`config.mk`:
```
export PLATFORM = sky130hd
export DESIGN_NAME = bexp_unit
export DESIGN_NICKNAME = d
export VERILOG_FILES = /design/src/shared/bexp_pkg.sv /design/src/rtl/bexp_unit.sv /design/src/rtl/bexp_error_gather.sv
export SDC_FILE = /design/constraint.sdc
export NUM_CORES = 1
export LEC_CHECK = 0
export BUFFER_PORTS_ARGS = -buffer_cell sky130_fd_sc_hd__buf_2
export CORE_ASPECT_RATIO = 1.2
export CORE_MARGIN = 3
export CORE_UTILIZATION = 38
export DETAILED_ROUTE_END_ITERATION = 16
export PLACE_DENSITY_LB_ADDON = 0.2
export SETUP_SLACK_MARGIN = 0.5
export SKIP_LAST_GASP = 1
export SLEW_MARGIN = 20
export SYNTH_ARGS = -nofsm -noshare
export SYNTH_HDL_FRONTEND = slang
export SYNTH_SLANG_ARGS = --single-unit
```
`constraint.sdc`:
```
create_clock -name mclk -period 1.8 [get_ports mclk]
set_input_delay 0.18 -clock mclk [delete_from_list [all_inputs] [get_ports mclk]]
set_output_delay 0.18 -clock mclk [all_outputs]
set_load 0.03 [all_outputs]
```
`src/shared/bexp_pkg.sv`:
```
// Package with constants and types of the exception priority and bus error unit
package bexp_pkg;

    // ==========================================================
    // Exception sources, index order is priority, 0 highest
    localparam int BEXP_NSRC = 16;
    localparam int BEXP_CW   = 4;

    typedef enum logic [3:0] {
        BEXP_COLD_RESET,
        BEXP_SOFT_RESET,
        BEXP_NMI,
        BEXP_FETCH_BUS_ERROR,
        BEXP_ARITH_TRAP,
        BEXP_LOAD_ADDRESS_ERROR,
        BEXP_STORE_ADDRESS_ERROR,
        BEXP_DATA_TLB_REFILL,
        BEXP_DATA_TLB_INVALID,
        BEXP_DATA_TLB_MODIFY,
        BEXP_DATA_BUS_ERROR,
        BEXP_INTERRUPT,
        BEXP_FETCH_ADDRESS_ERROR,
        BEXP_FETCH_TLB_REFILL,
        BEXP_FETCH_TLB_INVALID,
        BEXP_NONE
    } bexp_code_t;

    // Sources asynchronous to the instruction stream, bit per source
    localparam logic [15:0] BEXP_ASYNC_MASK = 16'h0c0f;

    // ==========================================================
    // Bus master identity
    typedef enum logic [1:0] {
        BEXP_MST_CORE,
        BEXP_MST_DMA,
        BEXP_MST_PCI,
        BEXP_MST_OTHER
    } bexp_master_t;

    // ==========================================================
    // Reset values of the enables
    localparam logic RST_BUS_TIMEOUT_ENABLE    = 1'b0;
    localparam logic RST_MULTIBIT_BUS_ENABLE   = 1'b0;
    localparam logic RST_INIT_READ_BUS_ENABLE  = 1'b1;

endpackage

```
`src/rtl/bexp_unit.sv`:
```
// Exception prioritisation and data bus error reporting of the core
`timescale 1ns/1ps
`default_nettype none
module bexp_unit
    import bexp_pkg::*;
(
    // Clock and reset
    input  wire logic          mclk,
    input  wire logic          nrst,
    // Enable values, loaded into flops while enableWrite is high
    input  wire logic          busTimeoutEnable,
    input  wire logic          multibitErrorBusEnable,
    input  wire logic          initiatorReadBusErrorEnable,
    input  wire logic          enableWrite,
    // Exception requests from the pipeline, one bit per source code
    input  wire logic [15:0]   excReq,
    // Load tracking
    input  wire logic          loadIssue,
    input  wire logic          loadDataReturn,
    input  wire logic          nextDependsOnLoad,
    input  wire logic          syncAfterLoad,
    // Bus error sources
    input  wire logic          timeoutEvt,
    input  wire logic          timeoutWrite,
    input  wire bexp_master_t  timeoutMaster,
    input  wire logic          eccEvt,
    input  wire logic          eccWrite,
    input  wire bexp_master_t  eccMaster,
    input  wire logic [4:0]    pciReadFault,
    // Exception result
    output logic               excValid,
    output bexp_code_t         excCode,
    output logic               excAsync,
    output logic               dataBusErrorDropped,
    // Pipeline control and system bus error
    output logic               pipeStall,
    output logic               sysBusError
);
    logic         toEn_q;
    logic         mbEn_q;
    logic         irEn_q;
    logic         loadPend_q;
    logic         syncHold_q;
    logic         coreReadBusError;
    logic         otherBusError;
    logic [15:0]  req;
    logic [15:0]  firstOne;
    bexp_code_t   winner;
    logic         anyReq;
    logic         stall_d;

    // ==========================================================
    // Enables: reset values, then software-driven updates
    always_ff @(posedge mclk)
    begin
        if (!nrst)
        begin
            toEn_q <= RST_BUS_TIMEOUT_ENABLE;
            mbEn_q <= RST_MULTIBIT_BUS_ENABLE;
            irEn_q <= RST_INIT_READ_BUS_ENABLE;
        end
        else if (enableWrite)
        begin
            toEn_q <= busTimeoutEnable;
            mbEn_q <= multibitErrorBusEnable;
            irEn_q <= initiatorReadBusErrorEnable;
        end
    end

    // ==========================================================
    // Bus error gathering
    bexp_error_gather u_gather (
        .mclk                        (mclk),
        .nrst                        (nrst),
        .busTimeoutEnable            (toEn_q),
        .multibitErrorBusEnable      (mbEn_q),
        .initiatorReadBusErrorEnable (irEn_q),
        .timeoutEvt                  (timeoutEvt),
        .timeoutWrite                (timeoutWrite),
        .timeoutMaster               (timeoutMaster),
        .eccEvt                      (eccEvt),
        .eccWrite                    (eccWrite),
        .eccMaster                   (eccMaster),
        .pciReadFault                (pciReadFault),
        .coreReadBusError            (coreReadBusError),
        .otherBusError               (otherBusError)
    );

    // ==========================================================
    // Load tracking: a pending load only reports while outstanding
    always_ff @(posedge mclk)
    begin
        if (!nrst)
            loadPend_q <= 1'b0;
        else if (loadIssue)
            loadPend_q <= 1'b1;
        else if (loadDataReturn)
            loadPend_q <= 1'b0;
    end

    // Sync right after a load holds until the data is back
    always_ff @(posedge mclk)
    begin
        if (!nrst)
            syncHold_q <= 1'b0;
        else if (syncAfterLoad && loadPend_q && !loadDataReturn)
            syncHold_q <= 1'b1;
        else if (loadDataReturn)
            syncHold_q <= 1'b0;
    end

    // Only a dependent instruction or an armed sync stalls the pipe
    assign stall_d = loadPend_q & !loadDataReturn
                   & (nextDependsOnLoad | syncAfterLoad | syncHold_q);

    // ==========================================================
    // Priority resolution; core read errors join as a data bus error
    always_comb
    begin
        req = excReq;
        req[BEXP_DATA_BUS_ERROR] = excReq[BEXP_DATA_BUS_ERROR]
                                 | (coreReadBusError & loadPend_q);
        req[BEXP_NONE] = 1'b0;
    end

    // Lowest set index wins, index order is priority
    assign firstOne = req & (~req + 16'h0001);
    assign anyReq   = |req;

    always_comb
    begin
        winner = BEXP_NONE;
        for (int i = BEXP_NSRC - 2; i >= 0; i--)
        begin
            if (firstOne[i])
                winner = bexp_code_t'(i[BEXP_CW-1:0]);
        end
    end

    // ==========================================================
    // Outputs, registered
    always_ff @(posedge mclk)
    begin
        if (!nrst)
        begin
            excValid            <= 1'b0;
            excCode             <= BEXP_NONE;
            excAsync            <= 1'b0;
            dataBusErrorDropped <= 1'b0;
        end
        else
        begin
            excValid   <= anyReq;
            excCode    <= winner;
            excAsync   <= anyReq & BEXP_ASYNC_MASK[winner];
            // A higher exception swallows the bus error, which is not replayed
            dataBusErrorDropped <= req[BEXP_DATA_BUS_ERROR]
                                && winner != BEXP_DATA_BUS_ERROR;
        end
    end

    always_ff @(posedge mclk)
    begin
        if (!nrst)
        begin
            pipeStall   <= 1'b0;
            sysBusError <= 1'b0;
        end
        else
        begin
            pipeStall   <= stall_d;
            sysBusError <= otherBusError;
        end
    end

    // ==========================================================
    // Checks
    // Priority order, checked at the top, the middle and the bottom of the list
    top_priority_a: assert property (@(posedge mclk) disable iff (!nrst)
        excReq[BEXP_COLD_RESET] |=> (excValid && excCode == BEXP_COLD_RESET))
        else $error("cold reset not first");
    soft_reset_a: assert property (@(posedge mclk) disable iff (!nrst)
        (excReq[BEXP_SOFT_RESET] && !excReq[BEXP_COLD_RESET])
        |=> (excValid && excCode == BEXP_SOFT_RESET && excAsync))
        else $error("soft reset not second");
    fetch_bus_a: assert property (@(posedge mclk) disable iff (!nrst)
        (excReq[BEXP_FETCH_BUS_ERROR] && excReq[2:0] == 3'h0)
        |=> (excCode == BEXP_FETCH_BUS_ERROR && excAsync))
        else $error("fetch bus error misplaced");
    nmi_over_buserr_a: assert property (@(posedge mclk) disable iff (!nrst)
        (excReq[BEXP_NMI] && excReq[BEXP_DATA_BUS_ERROR] && excReq[2:0] == 3'h4)
        |=> (excCode == BEXP_NMI && dataBusErrorDropped))
        else $error("nmi lost to data bus error");
    buserr_alone_a: assert property (@(posedge mclk) disable iff (!nrst)
        (excReq[BEXP_DATA_BUS_ERROR] && excReq[9:0] == 10'h000)
        |=> (excCode == BEXP_DATA_BUS_ERROR && excAsync && !dataBusErrorDropped))
        else $error("data bus error dropped alone");
    sync_class_a: assert property (@(posedge mclk) disable iff (!nrst)
        (excValid && excCode == BEXP_LOAD_ADDRESS_ERROR) |-> !excAsync)
        else $error("address error marked async");
    async_class_a: assert property (@(posedge mclk) disable iff (!nrst)
        (excValid && excCode == BEXP_INTERRUPT) |-> excAsync)
        else $error("interrupt marked sync");
    fetch_tlb_a: assert property (@(posedge mclk) disable iff (!nrst)
        (excReq[14:0] == 15'h4000 && !coreReadBusError)
        |=> (excValid && excCode == BEXP_FETCH_TLB_INVALID && !excAsync))
        else $error("fetch tlb invalid misplaced");
    idle_quiet_a: assert property (@(posedge mclk) disable iff (!nrst)
        (excReq[14:0] == 15'h0000 && !coreReadBusError)
        |=> (!excValid && excCode == BEXP_NONE && !dataBusErrorDropped))
        else $error("exception without request");
    // Load stalls: only dependence or an armed sync may hold the pipe
    no_stall_a: assert property (@(posedge mclk) disable iff (!nrst)
        (!nextDependsOnLoad && !syncAfterLoad && !syncHold_q) |=> !pipeStall)
        else $error("independent instruction stalled");
    dep_stall_a: assert property (@(posedge mclk) disable iff (!nrst)
        (nextDependsOnLoad && loadPend_q && !loadDataReturn) |=> pipeStall)
        else $error("dependent instruction not stalled");
    sync_hold_a: assert property (@(posedge mclk) disable iff (!nrst)
        (syncAfterLoad && loadPend_q && !loadDataReturn && !loadIssue)
        ##1 !loadDataReturn |=> pipeStall) else $error("sync did not hold");
    return_release_a: assert property (@(posedge mclk) disable iff (!nrst)
        loadDataReturn |=> !pipeStall) else $error("stall after load data");
    core_buserr_a: assert property (@(posedge mclk) disable iff (!nrst)
        (coreReadBusError && loadPend_q && excReq[9:0] == 10'h000)
        |=> (excValid && excCode == BEXP_DATA_BUS_ERROR))
        else $error("core read error not a data bus error");
    sys_error_a: assert property (@(posedge mclk) disable iff (!nrst)
        otherBusError |=> sysBusError) else $error("system bus error lost");
endmodule
`default_nettype wire

```
`src/rtl/bexp_error_gather.sv`:
```
// Gathers the enabled bus-error sources of the internal bus
`timescale 1ns/1ps
`default_nettype none
module bexp_error_gather
    import bexp_pkg::*;
(
    // Clock and reset
    input  wire logic          mclk,
    input  wire logic          nrst,
    // Enables
    input  wire logic          busTimeoutEnable,
    input  wire logic          multibitErrorBusEnable,
    input  wire logic          initiatorReadBusErrorEnable,
    // Timeout monitor
    input  wire logic          timeoutEvt,
    input  wire logic          timeoutWrite,
    input  wire bexp_master_t  timeoutMaster,
    // SDRAM checker
    input  wire logic          eccEvt,
    input  wire logic          eccWrite,
    input  wire bexp_master_t  eccMaster,
    // PCI initiator read faults: parity, master abort, target abort, trdy, retry
    input  wire logic [4:0]    pciReadFault,
    // Results, registered
    output logic               coreReadBusError,
    output logic               otherBusError
);
    logic toErr;
    logic eccErr;
    logic pciErr;
    logic toCore;
    logic eccCore;

    // ==========================================================
    // Source qualification
    assign toErr   = busTimeoutEnable & timeoutEvt
                   & (!timeoutWrite | (timeoutMaster != BEXP_MST_CORE));
    // A core write is never reported, so a core timeout here is a read
    assign toCore  = toErr & (timeoutMaster == BEXP_MST_CORE);
    // Core SDRAM writes are not in the error set; only its reads count
    assign eccErr  = multibitErrorBusEnable & eccEvt
                   & (!eccWrite | (eccMaster != BEXP_MST_CORE));
    assign eccCore = eccErr & (eccMaster == BEXP_MST_CORE);
    assign pciErr  = initiatorReadBusErrorEnable & (|pciReadFault);

    // Register the combined indications
    always_ff @(posedge mclk)
    begin
        if (!nrst)
        begin
            coreReadBusError <= 1'b0;
            otherBusError    <= 1'b0;
        end
        else
        begin
            coreReadBusError <= toCore | eccCore;
            otherBusError    <= (toErr & !toCore) | (eccErr & !eccCore) | pciErr;
        end
    end

    // ==========================================================
    // Checks
    core_write_quiet_a: assert property (@(posedge mclk) disable iff (!nrst)
        (timeoutEvt && timeoutWrite && timeoutMaster == BEXP_MST_CORE && !eccEvt)
        |=> !coreReadBusError) else $error("core write timeout reported");
    timeout_off_a: assert property (@(posedge mclk) disable iff (!nrst)
        (!busTimeoutEnable && !eccEvt && timeoutEvt) |=> !coreReadBusError)
        else $error("disabled timeout reported");
    pci_fault_a: assert property (@(posedge mclk) disable iff (!nrst)
        (initiatorReadBusErrorEnable && |pciReadFault) |=> otherBusError)
        else $error("pci read fault lost");
    ecc_core_a: assert property (@(posedge mclk) disable iff (!nrst)
        (multibitErrorBusEnable && eccEvt && !eccWrite && eccMaster == BEXP_MST_CORE)
        |=> coreReadBusError) else $error("core ecc error lost");
endmodule
`default_nettype wire

```
Word-level counts from Yosys, hierarchy flattened
Memory sizes are Yosys's and may differ from the RTL's.
Index checks and enable logic that the tools add are counted.
- register bits: 16
- bits in latches: 0
- bits in writable memories: 0
- bits in read-only memories: 16
- input port bits: 39
- output and inout bits: 9
- logic and storage cells: 75
- memories: 1
- memories (name ; depth ; width ; rd ports ; clocked after memory_dff ; wr ports ; line ; source):
    (name not given) ; 16 ; 1 ; 1 ; 0 ; 0 ; bexp_unit.sv:155 ; excAsync <= anyReq & BEXP_ASYNC_MASK[winner];
- add/subtract/negate cells: 1
- $mul: 0
- divide/modulo/power cells: 0
- order comparisons: 1
- eq/ne operators: 1
- shifts and indexed selects: 0
- mux-type cells: 19
- bitwise operators: 23
- reductions and logical operators: 16
- operators with widths (operator ; number):
    2-to-1 mux 4 bit ; 14
    adder 15 x 1 -> 15 bit, second input constant ; 1
    bitwise AND 15 bit ; 1
    NOT 15 bit ; 1
    OR reduction 15 bit ; 1
    bitwise AND 1 bit ; 13
    OR 1 bit ; 8
    nonzero test 2 bit ; 4
    logical NOT 1 bit ; 5
    < comparator 4 x 5 -> 1 bit, second input constant ; 1
    2-to-1 mux 1 bit ; 5
    OR reduction 5 bit ; 1
    logical NOT 2 bit ; 2
    != test 4 bit, second input constant ; 1
    logical AND 1 bit ; 3

Depth between registers and ports, before layout
- word-level depth: 23
- mapped depth: 4
- mapped depth without buffers: 4

Hierarchy
A second synthesis with hierarchy kept.
- cell total of the unflattened synthesis: 84
- area total of the unflattened synthesis: 735.7 µm²
- modules (own cells, without submodules) (module ; instances ; cells each ; area each (µm²) ; sequential area each (µm²)):
    bexp_unit ; 1 ; 71 ; 631.9 ; 280.3
    bexp_error_gather ; 1 ; 13 ; 103.8 ; 40.0

Least setup slack after synthesis
OpenSTA, ideal clock, no wires.
- path type: input-to-reg
- start: input port excReq[1]
- end: register excValid
- library setup time: 0.137 ns
- data arrival time: 1.186 ns
- required time: 1.663 ns
- slack: 0.477 ns
- cell stages on the path: 4
- buffers on the path: 0
- path through: or4_1 -> or2_4 -> nor3_2 -> a31oi_1
- word-level cells in the longest chain between the ends: 1
- RTL lines (what ; line ; source):
    start: declaration ; bexp_unit.sv:16 ; input wire logic [15:0] excReq,
    OR reduction 15 bit ; bexp_unit.sv:128 ; assign anyReq = |req;
    end signal: assignment ; bexp_unit.sv:153 ; excValid <= anyReq;
    end: declaration ; bexp_unit.sv:31 ; output logic excValid,
No other way between the ends.
A chain may end at the register's enable or synchronous reset.

Final worst setup path
- start: register u_gather.coreReadBusError
- end: register excCode[1]
- word-level cells in the longest chain between the ends: 19
- RTL lines (what ; line ; source):
    start: declaration ; bexp_error_gather.sv:25 ; output logic coreReadBusError,
    start signal: assignment ; bexp_error_gather.sv:56 ; coreReadBusError <= toCore | eccCore;
    bitwise AND 1 bit * ; bexp_unit.sv:122 ; | (coreReadBusError & loadPend_q);
    OR 1 bit * ; bexp_unit.sv:122 ;
    NOT 15 bit ; bexp_unit.sv:127 ; assign firstOne = req & (~req + 16'h0001);
    adder 15 x 1 -> 15 bit ; bexp_unit.sv:127 ;
    bitwise AND 15 bit * ; bexp_unit.sv:127 ;
    2-to-1 mux 4 bit (3 in series) ; bexp_unit.sv:135 ; if (firstOne[i])
    2-to-1 mux 4 bit * (11 in series) ; bexp_unit.sv:135 ;
    end signal: assignment ; bexp_unit.sv:154 ; excCode <= winner;
    end: declaration ; bexp_unit.sv:32 ; output bexp_code_t excCode,
Mark *: on every way between the ends. The rest lies on a longest branch, timed or not.

==> run_summary.xml <==
<?xml version="1.0" encoding="UTF-8"?>
<metrics>
  <group name="outcome">
    <metric name="status" unit="">complete, no violations</metric>
  </group>
  <group name="routing">
    <metric name="antenna_left" unit="">0</metric>
    <metric name="post_drt_wl_per_cell" unit="µm">11.31</metric>
    <metric name="route.vias.total" unit="">712</metric>
    <metric name="drt_iter0_markers" unit="">6</metric>
    <metric name="avgViaCountPerCell" unit="">5.086</metric>
    <metric name="totalWireLength" unit="µm">1584</metric>
    <metric name="remaining_drcs" unit="">0</metric>
    <metric name="firstDrtPassIters" unit="">4</metric>
  </group>
  <group name="clock_network">
    <metric name="clock_tree.htree_level_count" unit="">1</metric>
    <metric name="worst_setup_hold_path_clk_slew" unit="ns">0.09</metric>
    <metric name="cts_buffer_depth" unit="">2</metric>
    <metric name="cts_root_buf" unit="">clkbuf_4</metric>
    <metric name="cts-buffers-inserted" unit="">3</metric>
    <metric name="cts_resized" unit="">1</metric>
    <metric name="clock_sink_count" unit="">16</metric>
    <metric name="insertion_delay" unit="ns">0.28</metric>
    <metric name="postCtsSetupRepairBufs" unit="">0</metric>
    <metric name="cts-hold-fix-buffers" unit="">0</metric>
    <metric name="tritoncts" unit="">built</metric>
  </group>
  <group name="die">
    <metric name="io-pin-count" unit="">48</metric>
    <metric name="core_area" unit="µm²">1520</metric>
    <metric name="floorplan.die.height" unit="µm">51.46</metric>
    <metric name="die_x" unit="µm">43.88</metric>
    <metric name="dieArea" unit="µm²">2258</metric>
    <metric name="number_of_placement_rows" unit="">15</metric>
    <metric name="initial_core_util" unit="%">43.05</metric>
  </group>
  <group name="logic_synthesis">
    <metric name="synth_top_area_share" unit="%">48.95</metric>
    <metric name="mean_cell_area_of_the_mapped_netlist" unit="µm²">8.964</metric>
    <metric name="synth_sequential_area_ratio" unit="%">48.95</metric>
    <metric name="ys_types" unit="">23</metric>
    <metric name="netlist_top_cells_area" unit="">dfxtp_1, nor2_1, mux2i_1, o21ai_0, a211oi_1</metric>
    <metric name="mappedNetlistArea" unit="µm²">654.4</metric>
    <metric name="synth_enable_flop_cells" unit="">0</metric>
    <metric name="synthMostInstantiatedCell" unit="">dfxtp_1</metric>
    <metric name="post_synth_inst_count" unit="">73</metric>
    <metric name="synthesized_netlist_net_count" unit="">112</metric>
    <metric name="synth-seq-cells" unit="">16</metric>
    <metric name="yosys_warnings" unit="">0</metric>
    <metric name="synth_top_cell_by_area" unit="">dfxtp_1</metric>
    <metric name="synth-async-reset-ratio" unit="%">0</metric>
    <metric name="ys_top_cells_by_count" unit="">dfxtp_1, nor2_1, o21ai_0</metric>
    <metric name="synth_ff_type" unit="">dfxtp_1</metric>
  </group>
  <group name="timing">
    <metric name="maxClockFrequency" unit="GHz">0.8306</metric>
    <metric name="post-route-period-util" unit="%">66.89</metric>
    <metric name="worst-slew-pin-transition" unit="ns">0.2813</metric>
    <metric name="tns" unit="ns">0</metric>
    <metric name="rsz0062_at_grt" unit="">false</metric>
    <metric name="report.final.hold_viol_count" unit="">0</metric>
    <metric name="timing.hold.ws" unit="ns">0.09132</metric>
    <metric name="clock_period_minus_final_worst_setup_slack" unit="ns">1.204</metric>
    <metric name="final-max-slew-violation-count" unit="">0</metric>
    <metric name="final_ws_setup" unit="ns">0.5960</metric>
    <metric name="fin_worst_skew" unit="ns">0.0003524</metric>
    <metric name="setup_violations" unit="">0</metric>
    <metric name="max_slew_margin" unit="%">81.25</metric>
  </group>
  <group name="finish">
    <metric name="finish.net_count" unit="">163</metric>
    <metric name="fillCellCount" unit="">146</metric>
    <metric name="multi_input_comb_area" unit="µm²">336.6</metric>
    <metric name="antenna-diode-count" unit="">0</metric>
    <metric name="drive_gt1_share" unit="%">46.34</metric>
    <metric name="flow.area_growth_from_synthesis" unit="%">46.27</metric>
    <metric name="regArea" unit="µm²">321.6</metric>
  </group>
  <group name="setup_path">
    <metric name="criticalPathCategory" unit="">flop to flop</metric>
    <metric name="crit_path_end_kind" unit="">flop</metric>
    <metric name="critPathLaunch" unit="">u_gather.coreReadBusError</metric>
    <metric name="reg2reg_setup_slack" unit="ns">0.60</metric>
    <metric name="reg2reg_depth" unit="">4</metric>
    <metric name="worst_r2r_endpoint" unit="">excCode[1]</metric>
    <metric name="critPathCapture" unit="">excCode[1]</metric>
    <metric name="required" unit="ns">1.97</metric>
    <metric name="setup.worst_path.start_class" unit="">flop</metric>
    <metric name="r2r-start" unit="">u_gather.coreReadBusError</metric>
    <metric name="cp_max_fo" unit="">3</metric>
    <metric name="worst-endpoint-arrival" unit="ns">1.37</metric>
  </group>
  <group name="grt">
    <metric name="gr-max-usage-layer" unit="">met2</metric>
    <metric name="grt_first_pass_wirelength" unit="µm">2463</metric>
    <metric name="grt_antenna_before_repair" unit="">0</metric>
    <metric name="grt_start_max_net_pins" unit="">10</metric>
    <metric name="grt_pass1_vias" unit="">625</metric>
    <metric name="grt_usage" unit="%">14.24</metric>
    <metric name="globalRouteMet3Util" unit="%">3.521</metric>
    <metric name="gr-usage-met1" unit="%">16.49</metric>
    <metric name="use_met2" unit="%">24.27</metric>
    <metric name="global_route.overflow_total" unit="">0</metric>
  </group>
  <group name="placed_design">
    <metric name="gp_routability_congestion" unit="">0.6940</metric>
    <metric name="port_buffers" unit="">46</metric>
    <metric name="hpwl" unit="µm">1331</metric>
    <metric name="preCtsSetupSlack" unit="ns">0.3063</metric>
  </group>
  <group name="run">
    <metric name="max-cap-violations" unit="">0</metric>
  </group>
  <group name="power">
    <metric name="power-per-cell-area" unit="nW/µm²">776.3</metric>
    <metric name="leakage" unit="nW">0.4451</metric>
    <metric name="worst_ir_drop_vdd" unit="mV">0.4138</metric>
  </group>
  <group name="hold_path">
    <metric name="holdCritPathClass" unit="">primary input to flop</metric>
  </group>
</metrics>
-- worst max-delay path, cell delays in order (launching register included) --
cell	delay, ns
dfxtp_1	0.33
a211oi_2	0.29
o21ai_0	0.18
a21oi_2	0.19
o211ai_1	0.11
-- layout by cell type (no fill, tap or decap), drive strengths merged, types with 2 or more instances in the layout --
cell type / Yosys / layout
a211oi: 3 / 3
a21oi: 5 / 5
a31oi: 3 / 3
buf: 0 / 46
clkbuf: 0 / 4
dfxtp: 16 / 16
inv: 2 / 2
mux2i: 3 / 3
nand2: 4 / 4
nor2: 10 / 10
nor3: 5 / 5
nor4: 2 / 2
o211ai: 3 / 3
o21ai: 6 / 6
or4: 3 / 3
-- area by class of cell --
class,count,share of cell area (%)
clock buffers,4,3.791
inverters,3,1.176
multi-input cells,54,35.16
flip-flops and latches,16,33.59
well taps,17,2.222
repair buffers,46,24.05
-- worst min path at each step --
stage              startpoint          to  slack, ns  cells past startpoint
3_5_place_dp   loadDataReturn   pipeStall       0.38                      2
3_3_place_gp   loadDataReturn  syncHold_q       0.38                      2
2_1_floorplan            nrst  excCode[3]       0.24                      1
6_report       loadDataReturn   pipeStall       0.09                      2
4_1_cts        loadDataReturn   pipeStall       0.08                      2
5_1_grt        loadDataReturn   pipeStall       0.09                      2
-- per-layer routing --
metal	share of wire (%)	up-vias
met5	0	-
met4	0.76	0
met3	7.4	2
met2	51	27
met1	41	312
li1	-	371
-- power by group --
part / switching [W] / total (W) / internal, W
sequential: 0.00000713 / 0.000381 / 0.000374
combinational: 0.0000736 / 0.000131 / 0.0000575
clock: 0.000108 / 0.000231 / 0.000123
total: 0.000189 / 0.000743 / 0.000554
-- stage by stage --
| stage | std cells | total power, W | instance area, µm² | util [%] |
|---|---|---|---|---|
| floorplan | 73 | 0.0004482 | 658.1 | - |
| global placement | 136 | 0.0005146 | 909.6 | 59.84 |
| detailed placement | 136 | 0.0005182 | 909.6 | 59.84 |
| CTS | 140 | 0.0007465 | 950.9 | 62.55 |
| global route | 140 | 0.0007806 | 957.2 | 62.96 |
| finish | 140 | 0.0007430 | 957.2 | 62.96 |
-- cell families (layout without fill, tap and decap cells) --
group,after synthesis,after routing,share of synthesized area (%)
AOI/OAI and AO/OA,22,22,21.22
and+or+nand+nor,29,29,23.52
DFF,16,16,48.95
muxes,3,3,4.589
buffers and inverters,3,53,1.721
-- state kept, by name, summed over array words and instances (netlist names) --
signal and flops:
sysBusError 1, u_gather.otherBusError 1, excCode 4, excValid 1, dataBusErrorDropped 1, toEn_q 1
irEn_q 1, loadPend_q 1, pipeStall 1, u_gather.coreReadBusError 1, mbEn_q 1, excAsync 1
syncHold_q 1
Power figures use the tool's default switching activity.
